--- src/common/mps_pkg.sv ---
// Constants and types shared by the multiplex pump stager
package mps_pkg;

  // ---------------------------------------------------------------
  // Widths
  // ---------------------------------------------------------------
  localparam int MPS_PW = 16;
  localparam int MPS_FW = 16;
  localparam int MPS_TW = 16;

  // ---------------------------------------------------------------
  // Unit codes
  // ---------------------------------------------------------------
  localparam logic [1:0] MPS_UNIT_MASTER = 2'h0;
  localparam logic [1:0] MPS_UNIT_SLAVE1 = 2'h1;
  localparam logic [1:0] MPS_UNIT_SLAVE2 = 2'h2;

  // ---------------------------------------------------------------
  // Configuration codes
  // ---------------------------------------------------------------
  localparam logic [3:0] MPS_RELAY1_AUX_SEL = 4'h6;
  localparam logic [1:0] MPS_MAX_LAG = 2'h2;

  // ---------------------------------------------------------------
  // Timing
  // ---------------------------------------------------------------
  localparam int MPS_CLK_PERIOD_NS = 10;
  localparam int MPS_TICK_PERIOD_NS = 1000000;
  localparam int MPS_TICK_CYCLES = MPS_TICK_PERIOD_NS / MPS_CLK_PERIOD_NS;
  localparam int MPS_MS_PER_SEC = 1000;

  // ---------------------------------------------------------------
  // Reset values
  // ---------------------------------------------------------------
  localparam logic [2:0] MPS_UNITS_RST = 3'h0;
  localparam logic [1:0] MPS_PRIMARY_RST = 2'h0;

  // ---------------------------------------------------------------
  // Sequencer states
  // ---------------------------------------------------------------
  typedef enum logic [1:0] {
    MPS_ST_RUN = 2'b00,
    MPS_ST_STAGE_SETTLE = 2'b01,
    MPS_ST_DESTAGE_SETTLE = 2'b10
  } mps_state_t;

endpackage : mps_pkg

--- src/design/mps_stager.sv ---
// Multiplex pump staging controller: rotation, stage and sleep decisions
`timescale 1ns/10ps
module mps_stager #(
  parameter int TICK_CYCLES = mps_pkg::MPS_TICK_CYCLES
) (
  input wire logic clk_sys_in,
  input wire logic sys_rst_in,
  input wire logic [1:0] lag_count_in,
  input wire logic [mps_pkg::MPS_TW-1:0] rotation_period_s_in,
  input wire logic [3:0] relay1_func_in,
  input wire logic [mps_pkg::MPS_PW-1:0] pressure_in,
  input wire logic [mps_pkg::MPS_PW-1:0] pressure_target_in,
  input wire logic [mps_pkg::MPS_PW-1:0] stage_pressure_offset_in,
  input wire logic [mps_pkg::MPS_PW-1:0] destage_pressure_offset_in,
  input wire logic [mps_pkg::MPS_TW-1:0] stage_hold_delay_ms_in,
  input wire logic [mps_pkg::MPS_TW-1:0] destage_hold_delay_ms_in,
  input wire logic [mps_pkg::MPS_FW-1:0] master_freq_in,
  input wire logic [mps_pkg::MPS_FW-1:0] max_freq_in,
  input wire logic [mps_pkg::MPS_FW-1:0] floor_freq_in,
  input wire logic [mps_pkg::MPS_FW-1:0] destage_speed_band_in,
  input wire logic [mps_pkg::MPS_FW-1:0] stage_speed_cut1_in,
  input wire logic [mps_pkg::MPS_FW-1:0] stage_speed_cut2_in,
  input wire logic [mps_pkg::MPS_TW-1:0] stage_settle_ms1_in,
  input wire logic [mps_pkg::MPS_TW-1:0] stage_settle_ms2_in,
  input wire logic [mps_pkg::MPS_FW-1:0] destage_speed_lift_in,
  input wire logic [mps_pkg::MPS_TW-1:0] destage_settle_time_ms_in,
  input wire logic [mps_pkg::MPS_FW-1:0] sleep_speed_margin_in,
  input wire logic [mps_pkg::MPS_TW-1:0] min_run_time_one_ms_in,
  input wire logic [mps_pkg::MPS_TW-1:0] min_run_time_two_ms_in,
  input wire logic run_time_sel_in,
  output logic active_out,
  output logic [1:0] relay_out,
  output logic master_awake_out,
  output logic speed_override_en_out,
  output logic [mps_pkg::MPS_FW-1:0] speed_override_out,
  output logic [1:0] primary_out,
  output logic sleep_ok_out
);
  import mps_pkg::*;

  // ---------------------------------------------------------------
  // Millisecond and second enables
  // ---------------------------------------------------------------
  logic [31:0] div_q, div_d;
  logic tick_ms;
  logic [9:0] ms_q, ms_d;
  logic tick_s;

  always_comb begin
    tick_ms = (div_q == 32'(TICK_CYCLES - 1));
    div_d = tick_ms ? 32'h0 : div_q + 32'h1;
    tick_s = tick_ms && (ms_q == 10'(MPS_MS_PER_SEC - 1));
    ms_d = ms_q;
    if (tick_s) begin
      ms_d = 10'h0;
    end else if (tick_ms) begin
      ms_d = ms_q + 10'h1;
    end
  end

  always_ff @(posedge clk_sys_in) begin
    if (sys_rst_in) begin
      div_q <= 32'h0;
      ms_q <= 10'h0;
    end else begin
      div_q <= div_d;
      ms_q <= ms_d;
    end
  end

  // ---------------------------------------------------------------
  // Configuration decode
  // ---------------------------------------------------------------
  logic active;
  logic relay1_excl;
  logic [1:0] lag;

  always_comb begin
    active = (lag_count_in != 2'h0) && (rotation_period_s_in != '0);
    relay1_excl = (relay1_func_in == MPS_RELAY1_AUX_SEL);
    lag = (lag_count_in > MPS_MAX_LAG) ? MPS_MAX_LAG : lag_count_in;
  end

  // ---------------------------------------------------------------
  // Primary rotation
  // ---------------------------------------------------------------
  logic [1:0] primary_q, primary_d;
  logic [MPS_TW-1:0] rot_cnt_q, rot_cnt_d;

  always_comb begin
    primary_d = primary_q;
    rot_cnt_d = rot_cnt_q;
    if (!active) begin
      primary_d = MPS_UNIT_MASTER;
      rot_cnt_d = '0;
    end else if (tick_s) begin
      if (rot_cnt_q + 16'h1 >= rotation_period_s_in) begin
        rot_cnt_d = '0;
        primary_d = (primary_q >= lag) ? MPS_UNIT_MASTER
                                       : primary_q + 2'h1;
        if (primary_d == MPS_UNIT_SLAVE1 && relay1_excl) begin
          primary_d = (lag == MPS_MAX_LAG) ? MPS_UNIT_SLAVE2
                                           : MPS_UNIT_MASTER;
        end
      end else begin
        rot_cnt_d = rot_cnt_q + 16'h1;
      end
    end
    if (primary_d == MPS_UNIT_SLAVE1 && relay1_excl) begin
      primary_d = MPS_UNIT_MASTER;
    end
    if (primary_d > lag) begin
      primary_d = MPS_UNIT_MASTER;
    end
  end

  // ---------------------------------------------------------------
  // Staging order for the current primary
  // ---------------------------------------------------------------
  logic [1:0] order [3];
  logic [1:0] order_len;
  logic [2:0] units_q, units_d;
  logic [1:0] next_unit, last_unit;
  logic can_stage, can_destage, next_is_primary;

  always_comb begin
    order[0] = primary_q;
    order[1] = MPS_UNIT_SLAVE1;
    order[2] = MPS_UNIT_SLAVE2;
    if (primary_q != MPS_UNIT_MASTER) begin
      order[1] = MPS_UNIT_MASTER;
      order[2] = (primary_q == MPS_UNIT_SLAVE1) ? MPS_UNIT_SLAVE2
                                                 : MPS_UNIT_SLAVE1;
    end
    order_len = lag + 2'h1;
    if (relay1_excl) begin
      if (order[1] == MPS_UNIT_SLAVE1) begin
        order[1] = order[2];
      end
      order_len = order_len - 2'h1;
    end
    can_stage = 1'b0;
    next_unit = MPS_UNIT_MASTER;
    next_is_primary = 1'b0;
    for (int i = 2; i >= 0; i--) begin
      if (2'(i) < order_len && !units_q[order[i]]) begin
        can_stage = 1'b1;
        next_unit = order[i];
        next_is_primary = (i == 0);
      end
    end
    can_destage = 1'b0;
    last_unit = MPS_UNIT_MASTER;
    for (int i = 0; i < 3; i++) begin
      if (2'(i) < order_len && units_q[order[i]]) begin
        can_destage = 1'b1; // Reverse order: last staged goes first
        last_unit = order[i];
      end
    end
  end

  // ---------------------------------------------------------------
  // Pressure, frequency and sleep conditions
  // ---------------------------------------------------------------
  logic stage_press, destage_press, destage_freq;
  logic sleep_press, sleep_freq;
  logic [MPS_TW-1:0] min_run;

  always_comb begin
    stage_press = ({1'b0, pressure_in} + {1'b0, stage_pressure_offset_in})
                  <= {1'b0, pressure_target_in};
    destage_press = {1'b0, pressure_in} >=
                    ({1'b0, pressure_target_in} +
                     {1'b0, destage_pressure_offset_in});
    destage_freq = (master_freq_in >= floor_freq_in) &&
                   ({1'b0, master_freq_in} <=
                    ({1'b0, floor_freq_in} +
                     {1'b0, destage_speed_band_in}));
    sleep_press = (pressure_in >= pressure_target_in);
    sleep_freq = ({1'b0, master_freq_in} <=
                  ({1'b0, floor_freq_in} +
                   {1'b0, sleep_speed_margin_in}));
    min_run = run_time_sel_in ? min_run_time_two_ms_in
                              : min_run_time_one_ms_in;
  end

  // ---------------------------------------------------------------
  // Hold timers and run timer
  // ---------------------------------------------------------------
  logic [MPS_TW-1:0] stage_hold_q, stage_hold_d;
  logic [MPS_TW-1:0] destage_hold_q, destage_hold_d;
  logic [MPS_TW-1:0] run_q, run_d;
  logic run_sat;

  always_comb begin
    stage_hold_d = stage_hold_q;
    destage_hold_d = destage_hold_q;
    run_d = run_q;
    run_sat = (run_q == '1);
    if (!stage_press) begin
      stage_hold_d = '0;
    end else if (tick_ms && stage_hold_q != '1) begin
      stage_hold_d = stage_hold_q + 16'h1;
    end
    if (!(destage_press && destage_freq)) begin
      destage_hold_d = '0;
    end else if (tick_ms && destage_hold_q != '1) begin
      destage_hold_d = destage_hold_q + 16'h1;
    end
    if (!units_q[MPS_UNIT_MASTER]) begin
      run_d = '0;
    end else if (tick_ms && !run_sat) begin
      run_d = run_q + 16'h1;
    end
  end

  logic sleep_ok_full;
  assign sleep_ok_full = sleep_press && sleep_freq &&
                         (run_q > min_run);

  // ---------------------------------------------------------------
  // Stage and destage sequencer
  // ---------------------------------------------------------------
  mps_state_t state_q, state_d;
  logic [MPS_TW-1:0] settle_q, settle_d;
  logic ovr_en_d;
  logic [MPS_FW-1:0] ovr_d, ovr_q;
  logic do_stage, do_destage;

  always_comb begin
    state_d = state_q;
    settle_d = settle_q;
    units_d = units_q;
    ovr_d = ovr_q;
    ovr_en_d = 1'b0;
    do_stage = 1'b0;
    do_destage = 1'b0;
    unique case (state_q)
      MPS_ST_RUN: begin
        do_stage = can_stage && stage_press &&
                   (next_is_primary ||
                    stage_hold_q >= stage_hold_delay_ms_in);
        do_destage = !do_stage && can_destage && destage_press &&
                     destage_freq &&
                     destage_hold_q >= destage_hold_delay_ms_in &&
                     (last_unit != MPS_UNIT_MASTER || sleep_ok_full);
        if (do_stage) begin
          units_d[next_unit] = 1'b1;
          if (next_unit != MPS_UNIT_MASTER) begin
            state_d = MPS_ST_STAGE_SETTLE;
            settle_d = (next_unit == MPS_UNIT_SLAVE1) ? stage_settle_ms1_in
                                                      : stage_settle_ms2_in;
            ovr_d = max_freq_in - ((next_unit == MPS_UNIT_SLAVE1)
                    ? stage_speed_cut1_in : stage_speed_cut2_in);
          end
        end else if (do_destage) begin
          units_d[last_unit] = 1'b0;
          state_d = MPS_ST_DESTAGE_SETTLE;
          settle_d = destage_settle_time_ms_in;
          ovr_d = master_freq_in + destage_speed_lift_in;
        end
      end
      MPS_ST_STAGE_SETTLE, MPS_ST_DESTAGE_SETTLE: begin
        ovr_en_d = 1'b1;
        if (settle_q == '0) begin
          state_d = MPS_ST_RUN;
          ovr_en_d = 1'b0;
        end else if (tick_ms) begin
          settle_d = settle_q - 16'h1;
        end
      end
      default: begin
        state_d = MPS_ST_RUN;
      end
    endcase
    if (state_d != MPS_ST_RUN) begin
      ovr_en_d = 1'b1;
    end
    if (!active) begin
      state_d = MPS_ST_RUN;
      units_d = MPS_UNITS_RST;
      ovr_en_d = 1'b0;
    end
    if (relay1_excl) begin
      units_d[MPS_UNIT_SLAVE1] = 1'b0;
    end
    if (lag < MPS_MAX_LAG) begin
      units_d[MPS_UNIT_SLAVE2] = 1'b0;
    end
  end

  // ---------------------------------------------------------------
  // State registers and outputs
  // ---------------------------------------------------------------
  always_ff @(posedge clk_sys_in) begin
    if (sys_rst_in) begin
      primary_q <= MPS_PRIMARY_RST;
      rot_cnt_q <= '0;
      units_q <= MPS_UNITS_RST;
      stage_hold_q <= '0;
      destage_hold_q <= '0;
      run_q <= '0;
      state_q <= MPS_ST_RUN;
      settle_q <= '0;
      ovr_q <= '0;
      active_out <= 1'b0;
      relay_out <= 2'h0;
      master_awake_out <= 1'b0;
      speed_override_en_out <= 1'b0;
      speed_override_out <= '0;
      primary_out <= MPS_PRIMARY_RST;
      sleep_ok_out <= 1'b0;
    end else begin
      primary_q <= primary_d;
      rot_cnt_q <= rot_cnt_d;
      units_q <= units_d;
      stage_hold_q <= (do_stage || do_destage) ? '0 : stage_hold_d;
      destage_hold_q <= (do_stage || do_destage) ? '0 : destage_hold_d;
      run_q <= run_d;
      state_q <= state_d;
      settle_q <= settle_d;
      ovr_q <= ovr_d;
      active_out <= active;
      relay_out <= units_d[2:1];
      master_awake_out <= units_d[MPS_UNIT_MASTER];
      speed_override_en_out <= ovr_en_d;
      speed_override_out <= ovr_d;
      primary_out <= primary_d;
      sleep_ok_out <= sleep_ok_full;
    end
  end

endmodule : mps_stager

--- config.mk ---
export PLATFORM = sky130hd
export DESIGN_NAME = mps_stager
export DESIGN_NICKNAME = d
export VERILOG_FILES = /design/src/common/mps_pkg.sv /design/src/design/mps_stager.sv
export SDC_FILE = /design/constraint.sdc
export NUM_CORES = 1
export LEC_CHECK = 0
export BUFFER_PORTS_ARGS = -buffer_cell sky130_fd_sc_hd__buf_2
export CORE_MARGIN = 2
export CORE_UTILIZATION = 55
export DETAILED_ROUTE_END_ITERATION = 8
export PLACE_DENSITY = 0.81
export SYNTH_ARGS = -nofsm -noshare
export SYNTH_HDL_FRONTEND = slang
export SYNTH_SLANG_ARGS = --single-unit
export TNS_END_PERCENT = 20
--- constraint.sdc ---
create_clock -name clk_sys_in -period 7.63 [get_ports clk_sys_in]
set_input_delay 0.763 -clock clk_sys_in [delete_from_list [all_inputs] [get_ports clk_sys_in]]
set_output_delay 0.763 -clock clk_sys_in [all_outputs]
set_load 0.05 [all_outputs]
==> results of run 1 <==
-- cell usage in the layout, fill, tap and decap left out, drive strengths merged, types with 16 or more instances in the layout --
cell type / synthesis / layout
buf: 19 / 363
ha: 270 / 270
nor2: 207 / 207
inv: 140 / 149
dfxtp: 148 / 148
a21oi: 141 / 141
nand2: 124 / 124
xor2: 100 / 100
o21ai: 96 / 96
mux2i: 64 / 64
xnor2: 63 / 63
a21o: 61 / 61
nand3: 55 / 55
nand4: 44 / 44
nor3: 39 / 39
and3: 35 / 35
nand2b: 34 / 34
a211oi: 29 / 29
a211o: 27 / 27
nor2b: 25 / 25
nor4: 22 / 22
a31oi: 21 / 21
o21a: 20 / 20
clkbuf: 34 / 18
or2: 16 / 16
-- registers in the layout (all words and copies together) (netlist names), 2 cells and up --
register        count
div_q              32
destage_hold_q     16
ovr_q              16
rot_cnt_q          16
run_q              16
settle_q           16
stage_hold_q       16
ms_q               10
primary_q           2
relay_out           2
state_q             2
-- metal layers --
layer  routed length, um  vias to the layer above  GRT usage, %
met2               23100                      561          53.8
met3                2960                       94          4.59
met5                  13                        -             0
met4                1470                        2          10.4
li1                    -                     8061             -
met1               19500                     7587          35.0
-- final cells by class --
class | instances | area, um2
multi-input cells | 1690 | 12500
fillers | 2455 | 9950
flip-flops and latches | 148 | 2960
repair buffers | 363 | 1840
inverters | 140 | 526
well taps | 384 | 480
clock buffers | 18 | 439
clock inverters | 14 | 180
diodes | 3 | 7.51
-- critical path: cells and delay by family --
family	cells	cell delay (ps)
AND/OR/NAND/NOR	5	1470
XOR/XNOR	1	100
adder cells (fa/ha/maj)	2	600
AO/OA/AOI/OAI	13	3250
buffers and inverters	1	150
-- logic make-up after synthesis --
group / count (synthesis) / synth area share (%)
mux: 77 / 4.96
compound gates: 514 / 21.2
buf+inv: 193 / 4.76
fa+ha+maj: 276 / 21.6
xor+xnor: 163 / 8.82
simple gates: 660 / 20.4
flops: 148 / 18.3
-- path summary, 6_finish.rpt --
check	to	slack (ps)	cells past startpoint
hold reg to reg	ovr_q[10]$_SDFFE_PP0P_	470	2
setup reg to reg	primary_q[0]$_SDFF_PP0_	2000	21
hold / removal	ovr_q[10]$_SDFFE_PP0P_	470	2
setup / recovery	destage_hold_q[1]$_SDFFE_PP0P_	1550	22
-- power by group through the flow --
stage	registers (mW)	clock network [mW]	logic (mW)
CTS	0.807	0.894	1.13
global placement	0.823	0	1.09
finish	0.807	0.888	1.14
global route	0.809	0.934	1.26
detailed placement	0.824	0	1.12
floorplan	0.845	0	0.775
==> impl_metrics.tcl, run 1 <==
set metrics [dict create \
    outcome "finished clean" \
    p_leak_nw 9.13 \
    die_h_um 176 \
    p_comb_share_pct 40.2 \
    ys.warnings.count 0 \
    yosysMostFrequentCell "ha_1" \
    yosysTopAreaCell "ha_1" \
    grt_pass1_wl_um 74900 \
    antenna_found_initial 5 \
    cts_tree "built" \
    postCtsResizedCells 0 \
    clkSlewWorstSetupHoldPaths_ps 70 \
    drv_slew 0 \
    required_ps 7890 \
    cts_hold_buf 0 \
    clockBufferDepth 2 \
    drt_first_pass_iters 5 \
    die_x_um 176 \
    async_flop_share_pct 0 \
    sw_frac_of_total_pct 37.3 \
    insertion_delay_ps 440 \
    holdWs_ps 468 \
    area_growth_pct 16.8 \
    drt-initial-drc-count 993 \
    io_pins 353 \
    p_total_mw 2.83 \
    power_frac_seq_pct 28.5 \
    powerDensity_mw_per_mm2 150 \
    cts_htree_levels 4 \
    rsz0062_at_grt "no" \
    worstPathMaxFanout 16 \
    gr-usage-all-layers_pct 29.5 \
    cp_cell_sequence "buf_2, ha_1, a21o_1, a21oi_1, o21bai_1, a21oi_1, o21ai_0, a211oi_1, o21ai_0, a41o_1, a21oi_1, xor2_1, ha_1, nand3_1, or3_1, nor3_1, a211o_1, a311oi_2, nor4_4, a21oi_1, o21ai_1, nor2_1" \
    tns_ps 0 \
    dp.cells 2725 \
    cp-startpoint "floor_freq_in[1]" \
    drc_errors 0 \
    ys_types 91 \
    period_needed_ps 6080 \
    cts_sinks 148 \
    power_switching_mw 1.06 \
    cp_slowest_stage_delay_ps 940 \
    worst_pin_slew_ps 1190 \
    root_buffer "clkbuf_16" \
    grt_max_degree 52 \
    syn-num-nets 2636 \
    synth_area_mm2 0.0162 \
    worstReg2RegStart "rot_cnt_q[0]$_SDFFE_PP0P_" \
    ys_top_cells_by_area "ha_1 21%, dfxtp_1 18%, xor2_1 5.4%, nor2_1 4.8%, a21oi_1 4.3%" \
    cts_made_buffers 17 \
    dp_slack_ps 1120 \
    grt_pass1_vias 15800 \
    routed_wirelength_um 47000 \
    arrival_ps 6350 \
    drive_gt1_share_pct 18.3 \
    path_common_cell "a21oi_1" \
    min-delay-path-class "reg2reg" \
    grt_overflow 0 \
    io_buffers 352 \
    avgSynthCellArea_um2 7.97 \
    synthFlopType "dfxtp_1" \
    fin_cells 2760 \
    hold_viol_final 0 \
    vdd_drop_max_uv 163 \
    end_kind "register" \
    synth_cells 2031 \
    post-route-util_pct 65.5 \
    place_hpwl_um 38300 \
    drv_cap 0 \
    crit_type "in2reg" \
    num_vias 16300 \
    clock_power_share_pct 31.3 \
    ys_seq_area_share_pct 18.3 \
    fp.dieArea_mm2 0.0308 \
    gp_congestion 0.977 \
    antenna_left 0 \
    post-cts-setup-buffers 0 \
    core_mm2 0.0289 \
    routedWlPerCell_um 17.0 \
    nNetsFinal 2965 \
    period_share_pct 79.7 \
    place_area_mm2 0.0183 \
    fp-row-count 62 \
    worstHoldStart "ovr_q[10]$_SDFFE_PP0P_" \
    finClkSkew_ps 15.1 \
    vias_per_cell 5.91 \
    synthTopCellsByCount "270 x ha_1, 207 x nor2_1, 148 x dfxtp_1" \
    synth_edf_count 0 \
    cp-start-kind "input port" \
    initial_core_util_pct 56.1 \
    internal_power_mw 1.78 \
    max_freq_ghz 0.164 \
    synth_top_area_share_pct 20.9 \
    setup_slack_ps 1550 \
    critPathSlowestCell "o21ai_1" \
    slew-limit-headroom_pct 20.1 \
    ys_ff_latch 148 \
    finalSetupViolations 0 \
    final_area_mm2 0.0189 \
]
(Power assumes the default switching activity.)
==> run 2, diff against run 1 <==
Settings changed: CORE_UTILIZATION 55 to 51, PLACE_DENSITY 0.81 to 0.79.
Clock period 7.63 ns to 5.05 ns, I/O delays scaled along.
==> run 2 against run 1 <==
Effect of this change: first-iteration DRC count grew 7.4%; power grew 55%; sequential power grew 51%; critical path type unchanged; largest cell class unchanged; largest power group unchanged.
==> impl_metrics.tcl, run 2 (synthesis gave the netlist of run 1 again) <==
set metrics [dict create \
    outcome "finished clean" \
    worstPathMaxFanout 14 \
    min-delay-path-class "reg2reg" \
    die_h_um 182 \
    crit_type "in2reg" \
    antenna_found_initial 10 \
    slew-limit-headroom_pct 36.3 \
    grt_pass1_wl_um 77900 \
    dr_wl_met2_um 23900 \
    vdd_drop_max_uv 231 \
    routed_wirelength_um 49100 \
    critPathSlowestCell "fa_1" \
    gp_congestion 0.964 \
    m1WireLength_um 19700 \
    num_vias 16700 \
    core_mm2 0.0314 \
    rsz0062_at_grt "yes" \
    dp.cells 2824 \
    antenna_left 0 \
    drive_gt1_share_pct 22.1 \
    insertion_delay_ps 440 \
    drc_errors 0 \
    cts_made_buffers 17 \
    powerDensity_mw_per_mm2 222 \
    max_freq_ghz 0.204 \
    root_buffer "clkbuf_16" \
    largest_register_ffs 32 \
    wl_met3_um 3440 \
    cp_cell_sequence "buf_2, ha_1, fa_1, a21oi_2, nor2_1, o21a_1, o41ai_2, buf_4, o21ai_0, a21o_1, a21oi_1, xor2_1, ha_1, nand2_1, nor2_2, o311a_1, a2111oi_4, buf_4, o211ai_1, nand2_2, a211o_1, buf_12, mux2i_1, or2_2" \
    fp.dieArea_mm2 0.0332 \
    clkSlewWorstSetupHoldPaths_ps 70 \
    fp-row-count 65 \
    final_cell_mix "352 x buf_2, 270 x ha_1, 205 x nor2_1" \
    final_common_cell "buf_2" \
    grt_max_degree 52 \
    tns_ps 0 \
    cts_htree_levels 4 \
    vias_per_cell 5.82 \
    post-route-util_pct 62.8 \
    cp-start-kind "input port" \
    period_needed_ps 4910 \
    area_growth_pct 21.8 \
    io_buffers 352 \
    drv_cap 0 \
    gr-usage-all-layers_pct 28.7 \
    place_hpwl_um 40700 \
    drv_slew 0 \
    worst_pin_slew_ps 956 \
    hold_viol_final 0 \
    cts_hold_buf 0 \
    die_x_um 182 \
    top_layer_used "met5" \
    crit_family "compound AO/OA/AOI/OAI gates" \
    finalSetupViolations 0 \
    p_leak_nw 9.56 \
    nNetsFinal 3050 \
    cts_tree "built" \
    regMostFlops "div_q" \
    grt_pass1_vias 16300 \
    arrival_ps 5230 \
    grt_overflow 0 \
    ff2ff_setup_slack_ps 260 \
    cp_slowest_stage_delay_ps 400 \
    drt_first_pass_iters 8 \
    initial_core_util_pct 51.6 \
    routedWlPerCell_um 17.1 \
    clockBufferDepth 2 \
    end_kind "register" \
    setup_slack_ps 137 \
    dp_slack_ps -582 \
    path_buf_inv 4 \
    io_pins 353 \
    finClkSkew_ps 17.8 \
    cts_sinks 148 \
    holdWs_ps 464 \
    fin_cells 2869 \
    required_ps 5370 \
    drt-initial-drc-count 1066 \
    period_share_pct 97.3 \
]
==> run 2: worst paths after layout <==
| check | startpoint | end | cells after the start |
|---|---|---|---|
| setup / recovery | floor_freq_in[0] | settle_q[11]$_SDFFE_PP0P_ | 24 |
| hold / removal | ovr_q[10]$_SDFFE_PP0P_ | ovr_q[10]$_SDFFE_PP0P_ | 2 |
| setup reg to reg | rot_cnt_q[2]$_SDFFE_PP0P_ | primary_q[0]$_SDFF_PP0_ | 19 |
| hold reg to reg | ovr_q[10]$_SDFFE_PP0P_ | ovr_q[10]$_SDFFE_PP0P_ | 2 |
==> run 2: per-stage QoR <==
step / total power [mW] / cell area, um2
finish: 4.38 / 19700
global placement: 3.00 / 18900
global route: 4.65 / 19700
detailed placement: 3.06 / 18900
floorplan: 2.45 / 16200
CTS: 4.36 / 19600
==> run 2: cell type report <==
class	count	area [um2]
fillers	2743	11700
well taps	402	503
diodes	9	22.5
repair buffers	448	2520
flip-flops and latches	148	2970
multi-input cells	1690	12600
clock inverters	15	184
inverters	140	526
clock buffers	17	425
==> run 2: report_power, final <==
part           internal, mW  total [mW]  switching (mW)
clock                 0.670        1.28           0.615
combinational         0.832        1.88            1.05
sequential             1.19        1.22          0.0292
total                  2.70        4.38            1.69
==> run 2: timing repair <==
action | 4_1_cts | 5_1_grt
resized for setup | 2 | 30
pin swaps | 0 | 5
endpoints found under the setup margin | 63 | 66
buffers inserted | 0 | 4
==> run 2: worst reg2reg max path: stages (launching register included) <==
cell,delay (ps)
dfxtp_1,430
nand3_1,110
nor2_1,150
and3_1,250
and3_1,260
and3_1,190
and3_1,240
xor2_1,90
ha_1,340
nand2_1,70
o21ai_1,220
a41oi_1,100
o31ai_2,380
nor2b_2,240
mux2_2,370
a211o_1,300
ha_1,280
a21oi_1,50
or2_2,280
a2111oi_0,330
==> run 2: per-layer routing <==
layer  vias up  track usage (%)
met5         -                0
met4         2             11.9
met3       126             5.63
met2       555             52.1
met1      7761             33.0
li1       8250                -
